===== config.mk =====
export PLATFORM = sky130hd
export DESIGN_NAME = cmc_mode_ctrl
export DESIGN_NICKNAME = d
export VERILOG_FILES = /design/src/rtl/cmc_cfg_mem.v /design/src/rtl/cmc_mode_ctrl.v
export VERILOG_INCLUDE_DIRS = /design/src /design/src/rtl
export SDC_FILE = /design/constraint.sdc
export NUM_CORES = 1
export LEC_CHECK = 0
export ABC_AREA = 1
export BUFFER_PORTS_ARGS = -buffer_cell sky130_fd_sc_hd__buf_2
export CORE_UTILIZATION = 60
export DETAILED_ROUTE_END_ITERATION = 8
export PLACE_DENSITY = 0.78
export SLEW_MARGIN = 20
export SYNTH_ARGS = -nofsm -noshare
export SYNTH_HDL_FRONTEND = slang
export SYNTH_HIERARCHICAL = 1
export SYNTH_SLANG_ARGS = --single-unit

===== constraint.sdc =====
create_clock -name mclk -period 10.1 [get_ports mclk]
set_input_delay 0 -clock mclk [delete_from_list [all_inputs] [get_ports mclk]]
set_output_delay 0 -clock mclk [all_outputs]
set_load 0.1 [all_outputs]

===== src/rtl/cmc_defs.vh =====
`ifndef CMC_DEFS_VH
`define CMC_DEFS_VH

// ----------------------------------------------------------------
// sizes
// ----------------------------------------------------------------
`define CMC_NCH          2
`define CMC_AW           8
`define CMC_DW           32
`define CMC_MEM_AW       3
`define CMC_MEM_DEPTH    8

// ----------------------------------------------------------------
// register map (byte addresses)
// ----------------------------------------------------------------
`define CMC_A_GCTL       8'h00
`define CMC_A_GLOBAL_STATUS_REG       8'h04
`define CMC_A_GCFG       8'h08
`define CMC_A_GTST       8'h0c
`define CMC_A_CH_BASE    8'h20
`define CMC_A_CH_STRIDE  8'h20
`define CMC_O_CCTL       8'h00
`define CMC_O_CSTS       8'h04
`define CMC_O_CCFG       8'h08
`define CMC_O_CTST       8'h0c
`define CMC_O_CERR       8'h10

// ----------------------------------------------------------------
// mode codes, shared by control select and status fields
// ----------------------------------------------------------------
`define CMC_M_OPER       2'h0
`define CMC_M_RESET      2'h1
`define CMC_M_TEST       2'h2
`define CMC_M_STOP       2'h3

// ----------------------------------------------------------------
// field positions
// ----------------------------------------------------------------
`define CMC_F_SEL_LO     0
`define CMC_F_SLEEP      2
`define CMC_F_PEND       2
`define CMC_F_READY      3
`define CMC_F_CST_LO     4
`define CMC_F_LOCK       6
`define CMC_F_ELOCK      0

// ----------------------------------------------------------------
// communication states
// ----------------------------------------------------------------
`define CMC_C_IDLE       2'h0
`define CMC_C_RX         2'h1
`define CMC_C_TX         2'h2
`define CMC_C_BOFF       2'h3

// ----------------------------------------------------------------
// reset values and counts
// ----------------------------------------------------------------
`define CMC_CTL_RST_SEL  2'h1
`define CMC_CTL_RST_SLP  1'b1
`define CMC_ZERO32       32'h0000_0000
`define CMC_SETTLE_LAST  3'h3
`define CMC_IDLE_BITS    4'hb
`define CMC_LOCK_BITS    6'h20
`define CMC_MEM_GCFG     3'h0
`define CMC_MEM_CH0      3'h1

`endif


===== src/rtl/cmc_cfg_mem.v =====
`include "cmc_defs.vh"

// retained configuration store; read data come out of a register
module cmc_cfg_mem (
  input  wire                    mclk,
  input  wire                    reset,
  input  wire                    we,
  input  wire [`CMC_MEM_AW-1:0]  waddr,
  input  wire [`CMC_DW-1:0]      wdata,
  input  wire [`CMC_MEM_AW-1:0]  raddr,
  output reg  [`CMC_DW-1:0]      rdata
);

  reg [`CMC_DW-1:0] mem [0:`CMC_MEM_DEPTH-1];
  integer k;

  // ----------------------------------------------------------------
  // storage; mode entry never touches it, so settings survive
  // ----------------------------------------------------------------
  always @(posedge mclk or posedge reset) begin
    if (reset) begin
      for (k = 0; k < `CMC_MEM_DEPTH; k = k + 1)
        mem[k] <= `CMC_ZERO32;
      rdata <= `CMC_ZERO32;
    end else begin
      if (we)
        mem[waddr] <= wdata;
      rdata <= mem[raddr];
    end
  end

endmodule // cmc_cfg_mem


===== src/rtl/cmc_mode_ctrl.v =====
// Chosen here: the plain strobed port and the register addresses.
`include "cmc_defs.vh"

// Behaviour
// RULE1 - software waits for the global status to show a finished switch before rewriting the global mode field.
// RULE2 - software waits for the channel status to show a finished switch before rewriting the channel mode field.
// RULE3 - in communication mode a channel flags ready and goes active only after 11 recessive bits in a row.
// RULE4 - while the bus-lock flag is set a halt request is refused and software must ask for reset instead.
// RULE5 - global stop gates all clocks, keeps every value, allows reads and ignores writes; the code still takes writes to the global control word.
// RULE6 - entering global reset initialises the global test setting and serves for module configuration.
// RULE7 - global test mode stops all communication yet lets test settings be written.
// RULE8 - a channel communicates only while the module is in global operating mode.
// RULE9 - channel stop gates the channel clock, keeps its values, allows reads and ignores its writes; the code still takes channel control word writes.
// RULE10 - entering channel reset initialises the channel test setting and serves for channel configuration.
// RULE11 - channel halt stops communication and lets the channel test setting be written.
// RULE12 - in communication mode a channel is idle, receiving, transmitting or bus-off, exactly one of them.
// RULE13 - configuration words keep their value across global reset and channel reset entry.
// RULE14 - channel configuration words keep their value across channel halt entry.
// RULE15 - global mode changes force the channels into the matching mode.
// RULE16 - software finishes configuration before starting or restarting communication.
// RULE17 - status shows the active modes and changes only once a transition has completed.
module cmc_mode_ctrl (
  input  wire                    mclk,
  input  wire                    reset,
  input  wire [`CMC_AW-1:0]      addr,
  input  wire [`CMC_DW-1:0]      wdata,
  input  wire                    wr,
  input  wire                    rd,
  output wire [`CMC_DW-1:0]      rdata,
  input  wire [`CMC_NCH-1:0]     can_rx,
  input  wire [`CMC_NCH-1:0]     bit_tick,
  input  wire [`CMC_NCH-1:0]     rx_busy,
  input  wire [`CMC_NCH-1:0]     tx_busy,
  input  wire [`CMC_NCH-1:0]     bus_off,
  output wire                    glb_clk_en,
  output reg                     glb_cfg_init,
  output wire [`CMC_NCH-1:0]     ch_clk_en,
  output wire [`CMC_NCH-1:0]     ch_comm_en,
  output reg  [`CMC_NCH-1:0]     ch_cfg_init
);

  localparam [1:0] ST_OPER  = `CMC_M_OPER;
  localparam [1:0] ST_RESET = `CMC_M_RESET;
  localparam [1:0] ST_TEST  = `CMC_M_TEST;
  localparam [1:0] ST_STOP  = `CMC_M_STOP;
  localparam       NCH      = `CMC_NCH;

  // ----------------------------------------------------------------
  // state
  // ----------------------------------------------------------------
  reg  [1:0]          gctl_sel;
  reg                 gctl_sleep;
  reg  [1:0]          gact;
  reg  [2:0]          gcnt;
  reg  [`CMC_DW-1:0]  gtst;
  reg  [1:0]          cctl_sel   [0:NCH-1];
  reg                 cctl_sleep [0:NCH-1];
  reg  [1:0]          cact       [0:NCH-1];
  reg  [2:0]          ccnt       [0:NCH-1];
  reg  [`CMC_DW-1:0]  ctst       [0:NCH-1];
  reg  [3:0]          rcnt       [0:NCH-1];
  reg  [5:0]          dcnt       [0:NCH-1];
  reg  [NCH-1:0]      rdy;
  reg  [NCH-1:0]      lock;
  reg  [`CMC_DW-1:0]  rdata_q;
  reg                 rd_mem;
  reg  [1:0]          gtgt;
  reg  [1:0]          ctgt       [0:NCH-1];
  reg  [1:0]          cst        [0:NCH-1];
  reg                 g_ent_rst;
  reg  [NCH-1:0]      c_ent_rst;
  reg                 mem_we;
  reg  [`CMC_MEM_AW-1:0] mem_wa;
  reg  [`CMC_MEM_AW-1:0] mem_ra;
  reg  [`CMC_DW-1:0]  rd_val;
  reg                 rd_hit_mem;
  wire [`CMC_DW-1:0]  mem_q;
  integer             i;

  // ----------------------------------------------------------------
  // helpers
  // ----------------------------------------------------------------
  // channel index of an address, or NCH when outside every window
  function integer ch_of;
    input [`CMC_AW-1:0] a;
    integer j;
    begin
      ch_of = NCH;
      for (j = 0; j < NCH; j = j + 1)
        if (a >= `CMC_A_CH_BASE + j * `CMC_A_CH_STRIDE &&
            a <  `CMC_A_CH_BASE + (j + 1) * `CMC_A_CH_STRIDE)
          ch_of = j;
    end
  endfunction

  // offset of an address inside its channel window
  function [`CMC_AW-1:0] ch_off;
    input [`CMC_AW-1:0] a;
    begin
      ch_off = (a - `CMC_A_CH_BASE) & (`CMC_A_CH_STRIDE - 8'h01);
    end
  endfunction

  // mode a channel heads for, given its request and the global mode
  function [1:0] ch_target;
    input [1:0] g;
    input       slp;
    input [1:0] sel;
    input [1:0] act;
    input       lk;
    reg   [1:0] t;
    begin
      t = slp ? ST_STOP : ((sel == ST_STOP) ? act : sel);
      if (act == ST_STOP && t != ST_STOP)
        t = ST_RESET;                            // stop only leaves via reset
      if (t == ST_STOP && act != ST_RESET && act != ST_STOP)
        t = ST_RESET;
      if (g == ST_RESET && t != ST_STOP)
        t = ST_RESET;                            // [RULE15]
      if (g == ST_TEST && t == ST_OPER)
        t = ST_TEST;                             // [RULE15] [RULE7]
      if (g == ST_STOP)
        t = ST_STOP;                             // [RULE15]
      if (t == ST_TEST && lk && act != ST_TEST)
        t = act;                                 // [RULE4]
      ch_target = t;
    end
  endfunction

  // ----------------------------------------------------------------
  // targets and entry events
  // ----------------------------------------------------------------
  // a settle counter separates request from completion, so status
  // never shows a mode that the logic has not reached yet
  always @* begin
    gtgt = gctl_sleep ? ST_STOP : ((gctl_sel == ST_STOP) ? gact : gctl_sel);
    if (gact == ST_STOP && gtgt != ST_STOP)
      gtgt = ST_RESET;
    if (gtgt == ST_STOP && gact != ST_RESET && gact != ST_STOP)
      gtgt = ST_RESET;
    g_ent_rst = (gtgt != gact) && (gcnt == `CMC_SETTLE_LAST) && (gtgt == ST_RESET);
    for (i = 0; i < NCH; i = i + 1) begin
      ctgt[i] = ch_target(gact, cctl_sleep[i], cctl_sel[i], cact[i], lock[i]);
      c_ent_rst[i] = (ctgt[i] != cact[i]) && (ccnt[i] == `CMC_SETTLE_LAST) &&
                     (ctgt[i] == ST_RESET);
      if (bus_off[i])
        cst[i] = `CMC_C_BOFF;                    // [RULE12]
      else if (tx_busy[i])
        cst[i] = `CMC_C_TX;
      else if (rx_busy[i])
        cst[i] = `CMC_C_RX;
      else
        cst[i] = `CMC_C_IDLE;
    end
  end

  // ----------------------------------------------------------------
  // mode state machines
  // ----------------------------------------------------------------
  always @(posedge mclk or posedge reset) begin
    if (reset) begin
      gact         <= ST_STOP;
      gcnt         <= 3'h0;
      glb_cfg_init <= 1'b0;
      ch_cfg_init  <= {NCH{1'b0}};
      for (i = 0; i < NCH; i = i + 1) begin
        cact[i] <= ST_STOP;
        ccnt[i] <= 3'h0;
      end
    end else begin
      glb_cfg_init <= g_ent_rst;                 // [RULE6]
      ch_cfg_init  <= c_ent_rst;                 // [RULE10]
      case (gtgt == gact)
        1'b1: gcnt <= 3'h0;
        1'b0: begin
          if (gcnt == `CMC_SETTLE_LAST) begin
            gact <= gtgt;                        // [RULE17]
            gcnt <= 3'h0;
          end else begin
            gcnt <= gcnt + 3'h1;
          end
        end
        default: gcnt <= 3'h0;
      endcase
      for (i = 0; i < NCH; i = i + 1) begin
        if (ctgt[i] == cact[i]) begin
          ccnt[i] <= 3'h0;
        end else if (ccnt[i] == `CMC_SETTLE_LAST) begin
          cact[i] <= ctgt[i];                    // [RULE17]
          ccnt[i] <= 3'h0;
        end else begin
          ccnt[i] <= ccnt[i] + 3'h1;
        end
      end
    end
  end

  // ----------------------------------------------------------------
  // bus integration and bus-lock watch
  // ----------------------------------------------------------------
  // counts run on the bit tick; a dominant bit restarts the idle
  // count, a recessive bit clears the lock
  always @(posedge mclk or posedge reset) begin
    if (reset) begin
      rdy  <= {NCH{1'b0}};
      lock <= {NCH{1'b0}};
      for (i = 0; i < NCH; i = i + 1) begin
        rcnt[i] <= 4'h0;
        dcnt[i] <= 6'h00;
      end
    end else begin
      for (i = 0; i < NCH; i = i + 1) begin
        if (cact[i] != ST_OPER || bus_off[i]) begin
          rcnt[i] <= 4'h0;
          rdy[i]  <= 1'b0;
        end else if (bit_tick[i]) begin
          if (!can_rx[i])
            rcnt[i] <= 4'h0;
          else if (rcnt[i] != `CMC_IDLE_BITS)
            rcnt[i] <= rcnt[i] + 4'h1;
          if (can_rx[i] && rcnt[i] == `CMC_IDLE_BITS - 4'h1)
            rdy[i] <= 1'b1;                      // [RULE3]
        end
        if (bit_tick[i]) begin
          if (can_rx[i]) begin
            dcnt[i] <= 6'h00;
            lock[i] <= 1'b0;
          end else begin
            if (dcnt[i] != `CMC_LOCK_BITS)
              dcnt[i] <= dcnt[i] + 6'h01;
            if (dcnt[i] == `CMC_LOCK_BITS - 6'h01)
              lock[i] <= 1'b1;                   // [RULE4]
          end
        end
      end
    end
  end

  // ----------------------------------------------------------------
  // register writes
  // ----------------------------------------------------------------
  // in global stop only the global control word takes writes, else
  // software could never wake the module again
  always @(posedge mclk or posedge reset) begin
    if (reset) begin
      gctl_sel   <= `CMC_CTL_RST_SEL;
      gctl_sleep <= `CMC_CTL_RST_SLP;
      gtst       <= `CMC_ZERO32;
      for (i = 0; i < NCH; i = i + 1) begin
        cctl_sel[i]   <= `CMC_CTL_RST_SEL;
        cctl_sleep[i] <= `CMC_CTL_RST_SLP;
        ctst[i]       <= `CMC_ZERO32;
      end
    end else begin
      if (wr && addr == `CMC_A_GCTL) begin
        gctl_sel   <= wdata[`CMC_F_SEL_LO +: 2];
        gctl_sleep <= wdata[`CMC_F_SLEEP];
      end
      if (wr && addr == `CMC_A_GTST && gact == ST_TEST)
        gtst <= wdata;                           // [RULE7]
      if (g_ent_rst)
        gtst <= `CMC_ZERO32;                     // [RULE6]
      for (i = 0; i < NCH; i = i + 1) begin
        if (wr && gact != ST_STOP && ch_of(addr) == i) begin  // [RULE5]
          if (ch_off(addr) == `CMC_O_CCTL) begin
            cctl_sel[i]   <= wdata[`CMC_F_SEL_LO +: 2];
            cctl_sleep[i] <= wdata[`CMC_F_SLEEP];
          end
          if (ch_off(addr) == `CMC_O_CTST && cact[i] == ST_TEST)
            ctst[i] <= wdata;                    // [RULE11] [RULE9]
        end
        if (g_ent_rst && cctl_sel[i] != ST_RESET)
          cctl_sel[i] <= ST_RESET;               // [RULE15]
        if (c_ent_rst[i])
          ctst[i] <= `CMC_ZERO32;                // [RULE10]
      end
    end
  end

  // configuration words go to the store, writable only in reset mode
  always @* begin
    mem_we = 1'b0;
    mem_wa = `CMC_MEM_GCFG;
    if (wr && addr == `CMC_A_GCFG && gact == ST_RESET) begin
      mem_we = 1'b1;                             // [RULE13]
    end
    for (i = 0; i < NCH; i = i + 1) begin
      if (wr && ch_of(addr) == i && ch_off(addr) == `CMC_O_CCFG &&
          cact[i] == ST_RESET && gact != ST_STOP) begin
        mem_we = 1'b1;                           // [RULE13] [RULE14] [RULE9]
        mem_wa = `CMC_MEM_CH0 + i[`CMC_MEM_AW-1:0];
      end
    end
  end

  // ----------------------------------------------------------------
  // register reads
  // ----------------------------------------------------------------
  always @* begin
    rd_val     = `CMC_ZERO32;
    rd_hit_mem = 1'b0;
    mem_ra     = `CMC_MEM_GCFG;
    case (addr)
      `CMC_A_GCTL: begin
        rd_val[`CMC_F_SEL_LO +: 2] = gctl_sel;
        rd_val[`CMC_F_SLEEP]       = gctl_sleep;
      end
      `CMC_A_GLOBAL_STATUS_REG: begin
        rd_val[`CMC_F_SEL_LO +: 2] = gact;        // [RULE17]
        rd_val[`CMC_F_PEND]        = (gtgt != gact);
      end
      `CMC_A_GCFG: rd_hit_mem = 1'b1;
      `CMC_A_GTST: rd_val = gtst;
      default: rd_val = `CMC_ZERO32;
    endcase
    for (i = 0; i < NCH; i = i + 1) begin
      if (ch_of(addr) == i) begin
        case (ch_off(addr))
          `CMC_O_CCTL: begin
            rd_val[`CMC_F_SEL_LO +: 2] = cctl_sel[i];
            rd_val[`CMC_F_SLEEP]       = cctl_sleep[i];
          end
          `CMC_O_CSTS: begin
            rd_val[`CMC_F_SEL_LO +: 2] = cact[i];     // [RULE17]
            rd_val[`CMC_F_PEND]        = (ctgt[i] != cact[i]);
            rd_val[`CMC_F_READY]       = rdy[i];      // [RULE3]
            rd_val[`CMC_F_CST_LO +: 2] = (cact[i] == ST_OPER) ? cst[i] : `CMC_C_IDLE;
            rd_val[`CMC_F_LOCK]        = lock[i];
          end
          `CMC_O_CCFG: begin
            rd_hit_mem = 1'b1;
            mem_ra     = `CMC_MEM_CH0 + i[`CMC_MEM_AW-1:0];
          end
          `CMC_O_CTST: rd_val = ctst[i];
          `CMC_O_CERR: rd_val[`CMC_F_ELOCK] = lock[i];  // [RULE4]
          default: rd_val = `CMC_ZERO32;
        endcase
      end
    end
  end

  // read data stand in the cycle after the strobe only; reads stay
  // legal in every mode, stop included
  always @(posedge mclk or posedge reset) begin
    if (reset) begin
      rdata_q <= `CMC_ZERO32;
      rd_mem  <= 1'b0;
    end else begin
      rd_mem  <= rd && rd_hit_mem;
      rdata_q <= (rd && !rd_hit_mem) ? rd_val : `CMC_ZERO32;  // [RULE5] [RULE9]
    end
  end

  assign rdata = rd_mem ? mem_q : rdata_q;

  // ----------------------------------------------------------------
  // configuration store
  // ----------------------------------------------------------------
  cmc_cfg_mem u_cfg (
    .mclk  (mclk),
    .reset (reset),
    .we    (mem_we),
    .waddr (mem_wa),
    .wdata (wdata),
    .raddr (mem_ra),
    .rdata (mem_q)
  );

  // ----------------------------------------------------------------
  // clock gates and communication enables
  // ----------------------------------------------------------------
  // active node only with the module operating, channel in
  // communication mode and bus integration done
  assign glb_clk_en = (gact != ST_STOP);         // [RULE5]
  genvar g;
  generate
    for (g = 0; g < NCH; g = g + 1) begin : g_ch
      assign ch_clk_en[g]  = (cact[g] != ST_STOP) && glb_clk_en;  // [RULE9]
      assign ch_comm_en[g] = (gact == ST_OPER) && (cact[g] == ST_OPER) &&
                             rdy[g] && !bus_off[g];               // [RULE8] [RULE11] [RULE7]
    end
  endgenerate

endmodule // cmc_mode_ctrl


## Word-level counts from Yosys, hierarchy flattened

Index checks and enable logic that the tools add are counted.

- Output and inout port bits: 40
- Logic and storage cells: 333
- Flip-flop bits (word level): 468

- Muxes and demuxes: 105
- Reduce and logical (&&, ||, !) cells: 110
- $add $sub $neg: 8
- Magnitude comparators: 7
- Equal/unequal tests: 62
- Bitwise logic cells: 5

Operators by type and width:

| cell | number |
|---|---|
| 2-to-1 mux 32 bit | 16 |
| bitwise mux 256 bit | 1 |
| one-hot mux 25 bit (2 select lines) | 2 |
| binary-select mux 32 bit (select 3 bit) | 1 |
| demux 32 bit (select 3 bit) | 1 |
| 2-to-1 mux 2 bit | 32 |
| logical AND 1 bit | 58 |
| nonzero test 2 bit | 19 |
| AND reduction 2 bit | 17 |
| equality test 32 x 2 -> 1 bit, second input constant | 1 |
| zero test 32 bit | 1 |
| 2-to-1 mux 4 bit | 8 |
| 2-to-1 mux 29 bit | 1 |
| equality test 2 bit, second input constant | 14 |
| 2-to-1 mux 3 bit | 8 |
| 2-to-1 mux 6 bit | 4 |
| one-hot mux 4 bit (3 select lines) | 2 |
| 2-to-1 mux 1 bit | 23 |
| inequality test 2 bit, second input constant | 10 |
| equality test 8 x 4 -> 1 bit, second input constant | 2 |
| zero test 8 bit | 2 |
| less-than comparator 8 x 7 -> 1 bit, second input constant | 2 |
| one-hot mux 2 bit (4 select lines) | 2 |
| adder 6 x 1 -> 6 bit, second input constant | 2 |
| 32 further kinds | 68 |

## Logic depth before layout (Yosys ltp)

- Depth in word-level cells: 27
- Depth in mapped cells: 17
- Mapped depth without buffers: 16

## Cells and area by module

The synthesis kept the hierarchy.

By module, submodules not included:

| module | area each (um2) | cells each | sequential area each (um2) | times used |
|---|---|---|---|---|
| cmc_cfg_mem | 13262.7 | 1749 | 7206.9 | 1 |
| cmc_mode_ctrl | 9716.8 | 1243 | 4519.3 | 1 |

## Worst setup path after synthesis

Ideal clock, no wire load.

- Kind: flip-flop to output port
- From: reg cact (netlist bit ch_target.act[0])
- To: out ch_comm_en[1]
- Setup slack: 7.164 ns
- Path buffers: 1
- Arrival: 2.936 ns
- Cell stages (with the launch flop): 7
- Cell sequence: dfstp_2 buf_4 nor2_1 inv_1 nor2_1 inv_1 nor3_1

- Longest elaborated chain between the ends: 4

Ends and longest elaborated chain:

| what | line | source |
|---|---|---|
| start, declared | cmc_mode_ctrl.v:58 | `reg [1:0] cact [0:NCH-1];` |
| start signal, assigned by index | cmc_mode_ctrl.v:189 | `cact[i] <= ctgt[i];` |
| zero test 2 bit | cmc_mode_ctrl.v:379 | `assign ch_comm_en[g] = (gact == ST_OPER) && (cact[g] == ST_OPER) &&` |
| logical AND 1 bit (2 in series) | cmc_mode_ctrl.v:379 |  |
| logical AND 1 bit | cmc_mode_ctrl.v:380 | `rdy[g] && !bus_off[g];` |
| end, declared | cmc_mode_ctrl.v:38 | `` output wire [`CMC_NCH-1:0] ch_comm_en, `` |

No other way between the ends.

## Worst setup path in the final report

- From: reg gact[1] (netlist: ch_target.g[1])
- To: reg cctl_sel (netlist bit ch_target.sel[0])

- Longest elaborated chain between the ends: 15
- Elaborated cells on any way between the ends: 23
- Classes of those cells: 7 x eq/ne; 5 x mux; 11 x reduce/logical

Ends and longest elaborated chain:

| what | line | source |
|---|---|---|
| start, declared | cmc_mode_ctrl.v:53 | `reg [1:0] gact;` |
| start signal, assigned | cmc_mode_ctrl.v:177 | `gact <= gtgt;` |
| 2-to-1 mux 2 bit (2 in series) | cmc_mode_ctrl.v:136 | `gtgt = gctl_sleep ? ST_STOP : ((gctl_sel == ST_STOP) ? gact : gctl_sel);` |
| inequality test 2 bit | cmc_mode_ctrl.v:137 | `if (gact == ST_STOP && gtgt != ST_STOP)` |
| logical AND 1 bit | cmc_mode_ctrl.v:137 |  |
| 2-to-1 mux 2 bit | cmc_mode_ctrl.v:137 |  |
| equality test 2 bit | cmc_mode_ctrl.v:139 | `if (gtgt == ST_STOP && gact != ST_RESET && gact != ST_STOP)` |
| logical AND 1 bit (2 in series) | cmc_mode_ctrl.v:139 |  |
| 2-to-1 mux 2 bit | cmc_mode_ctrl.v:139 |  |
| inequality test 2 bit | cmc_mode_ctrl.v:141 | `` g_ent_rst = (gtgt != gact) && (gcnt == `CMC_SETTLE_LAST) && (gtgt == ST_RESET); `` |
| logical AND 1 bit (2 in series) | cmc_mode_ctrl.v:141 |  |
| logical AND 1 bit | cmc_mode_ctrl.v:272 | `if (g_ent_rst && cctl_sel[i] != ST_RESET)` |
| nonzero test 2 bit (no line) | n/a |  |
| AND reduction 2 bit (no line) | n/a |  |
| end signal, assigned by index | cmc_mode_ctrl.v:250 | `` cctl_sel[i] <= `CMC_CTL_RST_SEL; `` |
| end signal, assigned by index | cmc_mode_ctrl.v:266 | `` cctl_sel[i] <= wdata[`CMC_F_SEL_LO +: 2]; `` |
| end, declared | cmc_mode_ctrl.v:56 | `reg [1:0] cctl_sel [0:NCH-1];` |

Several ways; a longest one is shown, not always the timed one.
A chain may end at the register's enable or synchronous reset.

==> impl_metrics.json <==
{
  "max_freq_ghz": 0.311,
  "ff2ff_path_depth": 9,
  "path_buf_inv": 1,
  "worstSkewPairLatency_ns": 0.59,
  "ir_drop_mv": 0.151,
  "path_class": "flop to flop",
  "cts_hold_buf": 54,
  "fin_crit_sh_pct": 31.8,
  "worstPathRequired_ns": 10.63,
  "whs_path_depth": 5,
  "cts.path.max_buffers": 3,
  "layout.nets": 3134,
  "antenna_found_initial": 1,
  "reg2reg_from": "ch_target.g[1]",
  "areaGrowthSynthToFinish_pct": 12.1,
  "initial_core_util_pct": 61.0,
  "intPower_mw": 3.06,
  "hold_violations": 0,
  "netlist_area_um2": 23000,
  "cpPeakStageDelay_ns": 0.62,
  "cpMaxStageDelayCell": "dfstp_2",
  "grt_usage_pct": 32.2,
  "power_mw": 3.96,
  "period_needed_ns": 3.21,
  "endpoint_kind": "flop",
  "rows": 71,
  "routed-via-count": 19600,
  "synth_area_per_cell_um2": 7.68,
  "drt-total-wl_mm": 60.9,
  "cts_tree": "yes",
  "drive_gt1_share_pct": 11.6,
  "cts_root_buf": "clkbuf_16",
  "wl_per_cell_um": 16.8,
  "globalplace.congestion": 0.927,
  "synthArstFlopShare_pct": 100,
  "worst_slack_ns": 6.89,
  "comb_power_share_pct": 5.1,
  "p_per_area_nw_per_um2": 154,
  "clock_sinks": 468,
  "crit_path_start": "ch_target.g[1]",
  "grt_setup_unrepaired": "no",
  "status": "finished, violations left",
  "hold_start": "tx_busy[0]",
  "cts_buffers": 48,
  "violations": "slew limit",
  "grt_overflow": 0,
  "fin_skew_ns": 0.0164,
  "p_leak_nw": 13.8,
  "crit_path_cell_trace": "nand2_2, o21ai_2, nand2_1, o211ai_2, nand2_1, nor2_1, nand2_2, o211ai_1, dlygate4sd3_1",
  "tightest_slew_ns": 2.49,
  "drv_slew": 130,
  "fin_util_pct": 68.4,
  "dp_hpwl_mm": 35.8,
  "hp-class": "primary input to flop",
  "ant_nets": 0,
  "swShare_pct": 22.7,
  "crit_arrival_ns": 3.74,
  "grt_pass1_vias": 19200,
  "ys_types": 53,
  "ys_seq_area_share_pct": 51.0,
  "seqPwrFrac_pct": 48.5,
  "netSwitchingPower_mw": 0.900,
  "postLayoutCellArea_um2": 25800,
  "r2r_end": "ch_target.sel[0]",
  "cp-start-kind": "flop",
  "grt_first_pass_wirelength_mm": 98.5,
  "crit_family": "simple AND/OR/NAND/NOR gates",
  "clockPowerShare_pct": 46.4,
  "cap_viol_max_count": 0,
  "post-place-cells": 3476,
  "fp.dieH_um": 198,
  "core_um2": 37700,
  "postPlaceCellArea_um2": 23600,
  "synthFlopType": "dfrtp_1",
  "drtPass1Iterations": 6,
  "crit_fanout": 36,
  "hold_end": "rdata_q[5]",
  "crit_cells": 9,
  "cts-resized-gates": 0,
  "grt_max_degree": 133,
  "syn_inst": 2992,
  "die_x_um": 198,
  "fin_cells": 3618,
  "post-cts-setup-buffers": 0,
  "yosysWarningCount": 6,
  "synth_edf_count": 0,
  "finalSetupViolations": 0,
  "drt_iter0_drc": 1666,
  "place_ws_ns": 7.07,
  "synth-seq-cells": 468,
  "ioPinCount": 94,
  "clk_pin_slew_ns": 0.06,
  "max_slew_margin_pct": -66.5,
  "tns_ns": 0,
  "drt_drc_violations_left": 0,
  "r2r_slack_ns": 6.89,
  "portBuffers": 93,
  "holdWs_ns": 0.0227,
  "htree_num_levels": 2,
  "die_area_um2": 39100,
  "vias_per_cell": 5.43
}
-- cells in the mapped netlist (2+ instances only) --
library cell,count,share of area [%]
a21oi_2,2,0.076
nor2_1,46,0.75
a221oi_1,4,0.15
nand4_2,2,0.11
nor3_1,17,0.37
nand4_1,4,0.11
buf_4,9,0.29
a21oi_1,21,0.46
nor3_4,2,0.14
buf_6,4,0.20
mux2_2,32,1.6
o21a_1,3,0.098
nand2_2,47,1.3
dfrtp_1,456,50
o21ai_1,34,0.74
nand2_1,1014,17
o221ai_1,2,0.076
ha_1,11,0.60
nand2_4,5,0.25
nor3b_1,2,0.065
clkbuf_1,70,1.1
o21ai_0,356,7.8
dfstp_2,12,1.4
nor2_2,6,0.16
nor2_4,4,0.20
o311ai_0,2,0.076
clkbuf_2,3,0.065
a22oi_1,20,0.65
inv_1,504,8.2
buf_12,3,0.26
o211ai_1,2,0.065
nor4_1,3,0.082
nand3_1,160,3.5
inv_2,49,0.80
a31oi_1,5,0.14
nand3_2,6,0.26
o2111ai_1,2,0.076
o32ai_1,2,0.076
buf_1,18,0.29
buf_2,35,0.76
-- metal layers --
layer	wire, um	vias up	share of wire, %	track usage, %
li1	-	9304	-	-
met1	24900	9376	41	42.5
met2	29200	815	48	53.6
met3	4310	152	7.1	3.82
met4	2510	0	4.1	14.5
met5	0	-	0	0
-- flip-flops by register name, summed over array words and instances (netlist names), 3 cells and up --
register	cells
dcnt	12
rcnt	8
ctst	64
u_cfg/rdata	32
gtst	32
u_cfg/mem	256
rdata_q	32
ccnt	6
gcnt	3
-- worst max path at each step --
stage                             to  slack [ns]
floorplan               u_cfg/mem[0]        2.15
CTS                 ch_target.sel[0]        6.99
global route        ch_target.sel[0]        6.66
global placement      u_cfg/rdata[1]        7.09
detailed placement   u_cfg/rdata[13]        7.07
finish              ch_target.sel[0]        6.89
-- area by class of cell --
type,count,area (um2)
antenna,1,2.50
multi-input combinational,1833,8530
clock buffer,74,1400
inverter,553,2090
timing repair buffer,165,1140
fill,3026,11900
tap,511,639
sequential,468,11700
clock inverter,13,220
-- cells in the final DEF (no fill, tap or decap), drive strengths merged, types with 2 or more instances in the layout --
cell,synthesis,layout
nand2,1066,1066
inv,553,553
dfrtp,456,456
o21ai,391,391
nand3,166,166
buf,69,111
clkbuf,73,74
nor2,56,56
dlygate4sd3,0,54
mux2,32,32
a21oi,23,23
a22oi,20,20
nor3,20,20
dfstp,12,12
ha,11,11
bufinv,0,6
nand4,6,6
a31oi,5,5
clkinv,0,5
conb,1,5
a221oi,4,4
nor4,3,3
o21a,3,3
o211ai,3,3
nor3b,2,2
o32ai,2,2
o221ai,2,2
o2111ai,2,2
o311ai,2,2
clkinvlp,0,2
o22ai,2,2
-- cell families (layout without fill, tap and decap cells) --
group                    Yosys count  in the layout  share of synthesized area, %
AO/OA/AOI/OAI                    465            465                          10.8
multiplexers                      32             32                          1.57
flip-flops                       468            468                          51.0
adder cells (fa/ha/maj)           11             11                         0.599
other                              1              6                        0.0163
AND/OR/NAND/NOR                 1320           1320                          23.9
buffers and inverters            695            805                          12.0
-- worst register-to-register path, delay by kind of cell (launching register included) --
family / cells / cell delay [ns]
buf+inv: 1 / 0.60
compound gates: 3 / 0.80
flops: 1 / 0.62
simple gates: 5 / 1.12
-- power by group through the flow --
stage | logic [mW] | registers, mW | clock network (mW)
CTS | 0.198 | 1.92 | 1.86
global route | 0.230 | 1.92 | 1.94
detailed placement | 0.182 | 1.96 | 0
finish | 0.204 | 1.92 | 1.84
global placement | 0.178 | 1.95 | 0
floorplan | 0.122 | 1.95 | 0
Power figures use the tool's default switching activity.
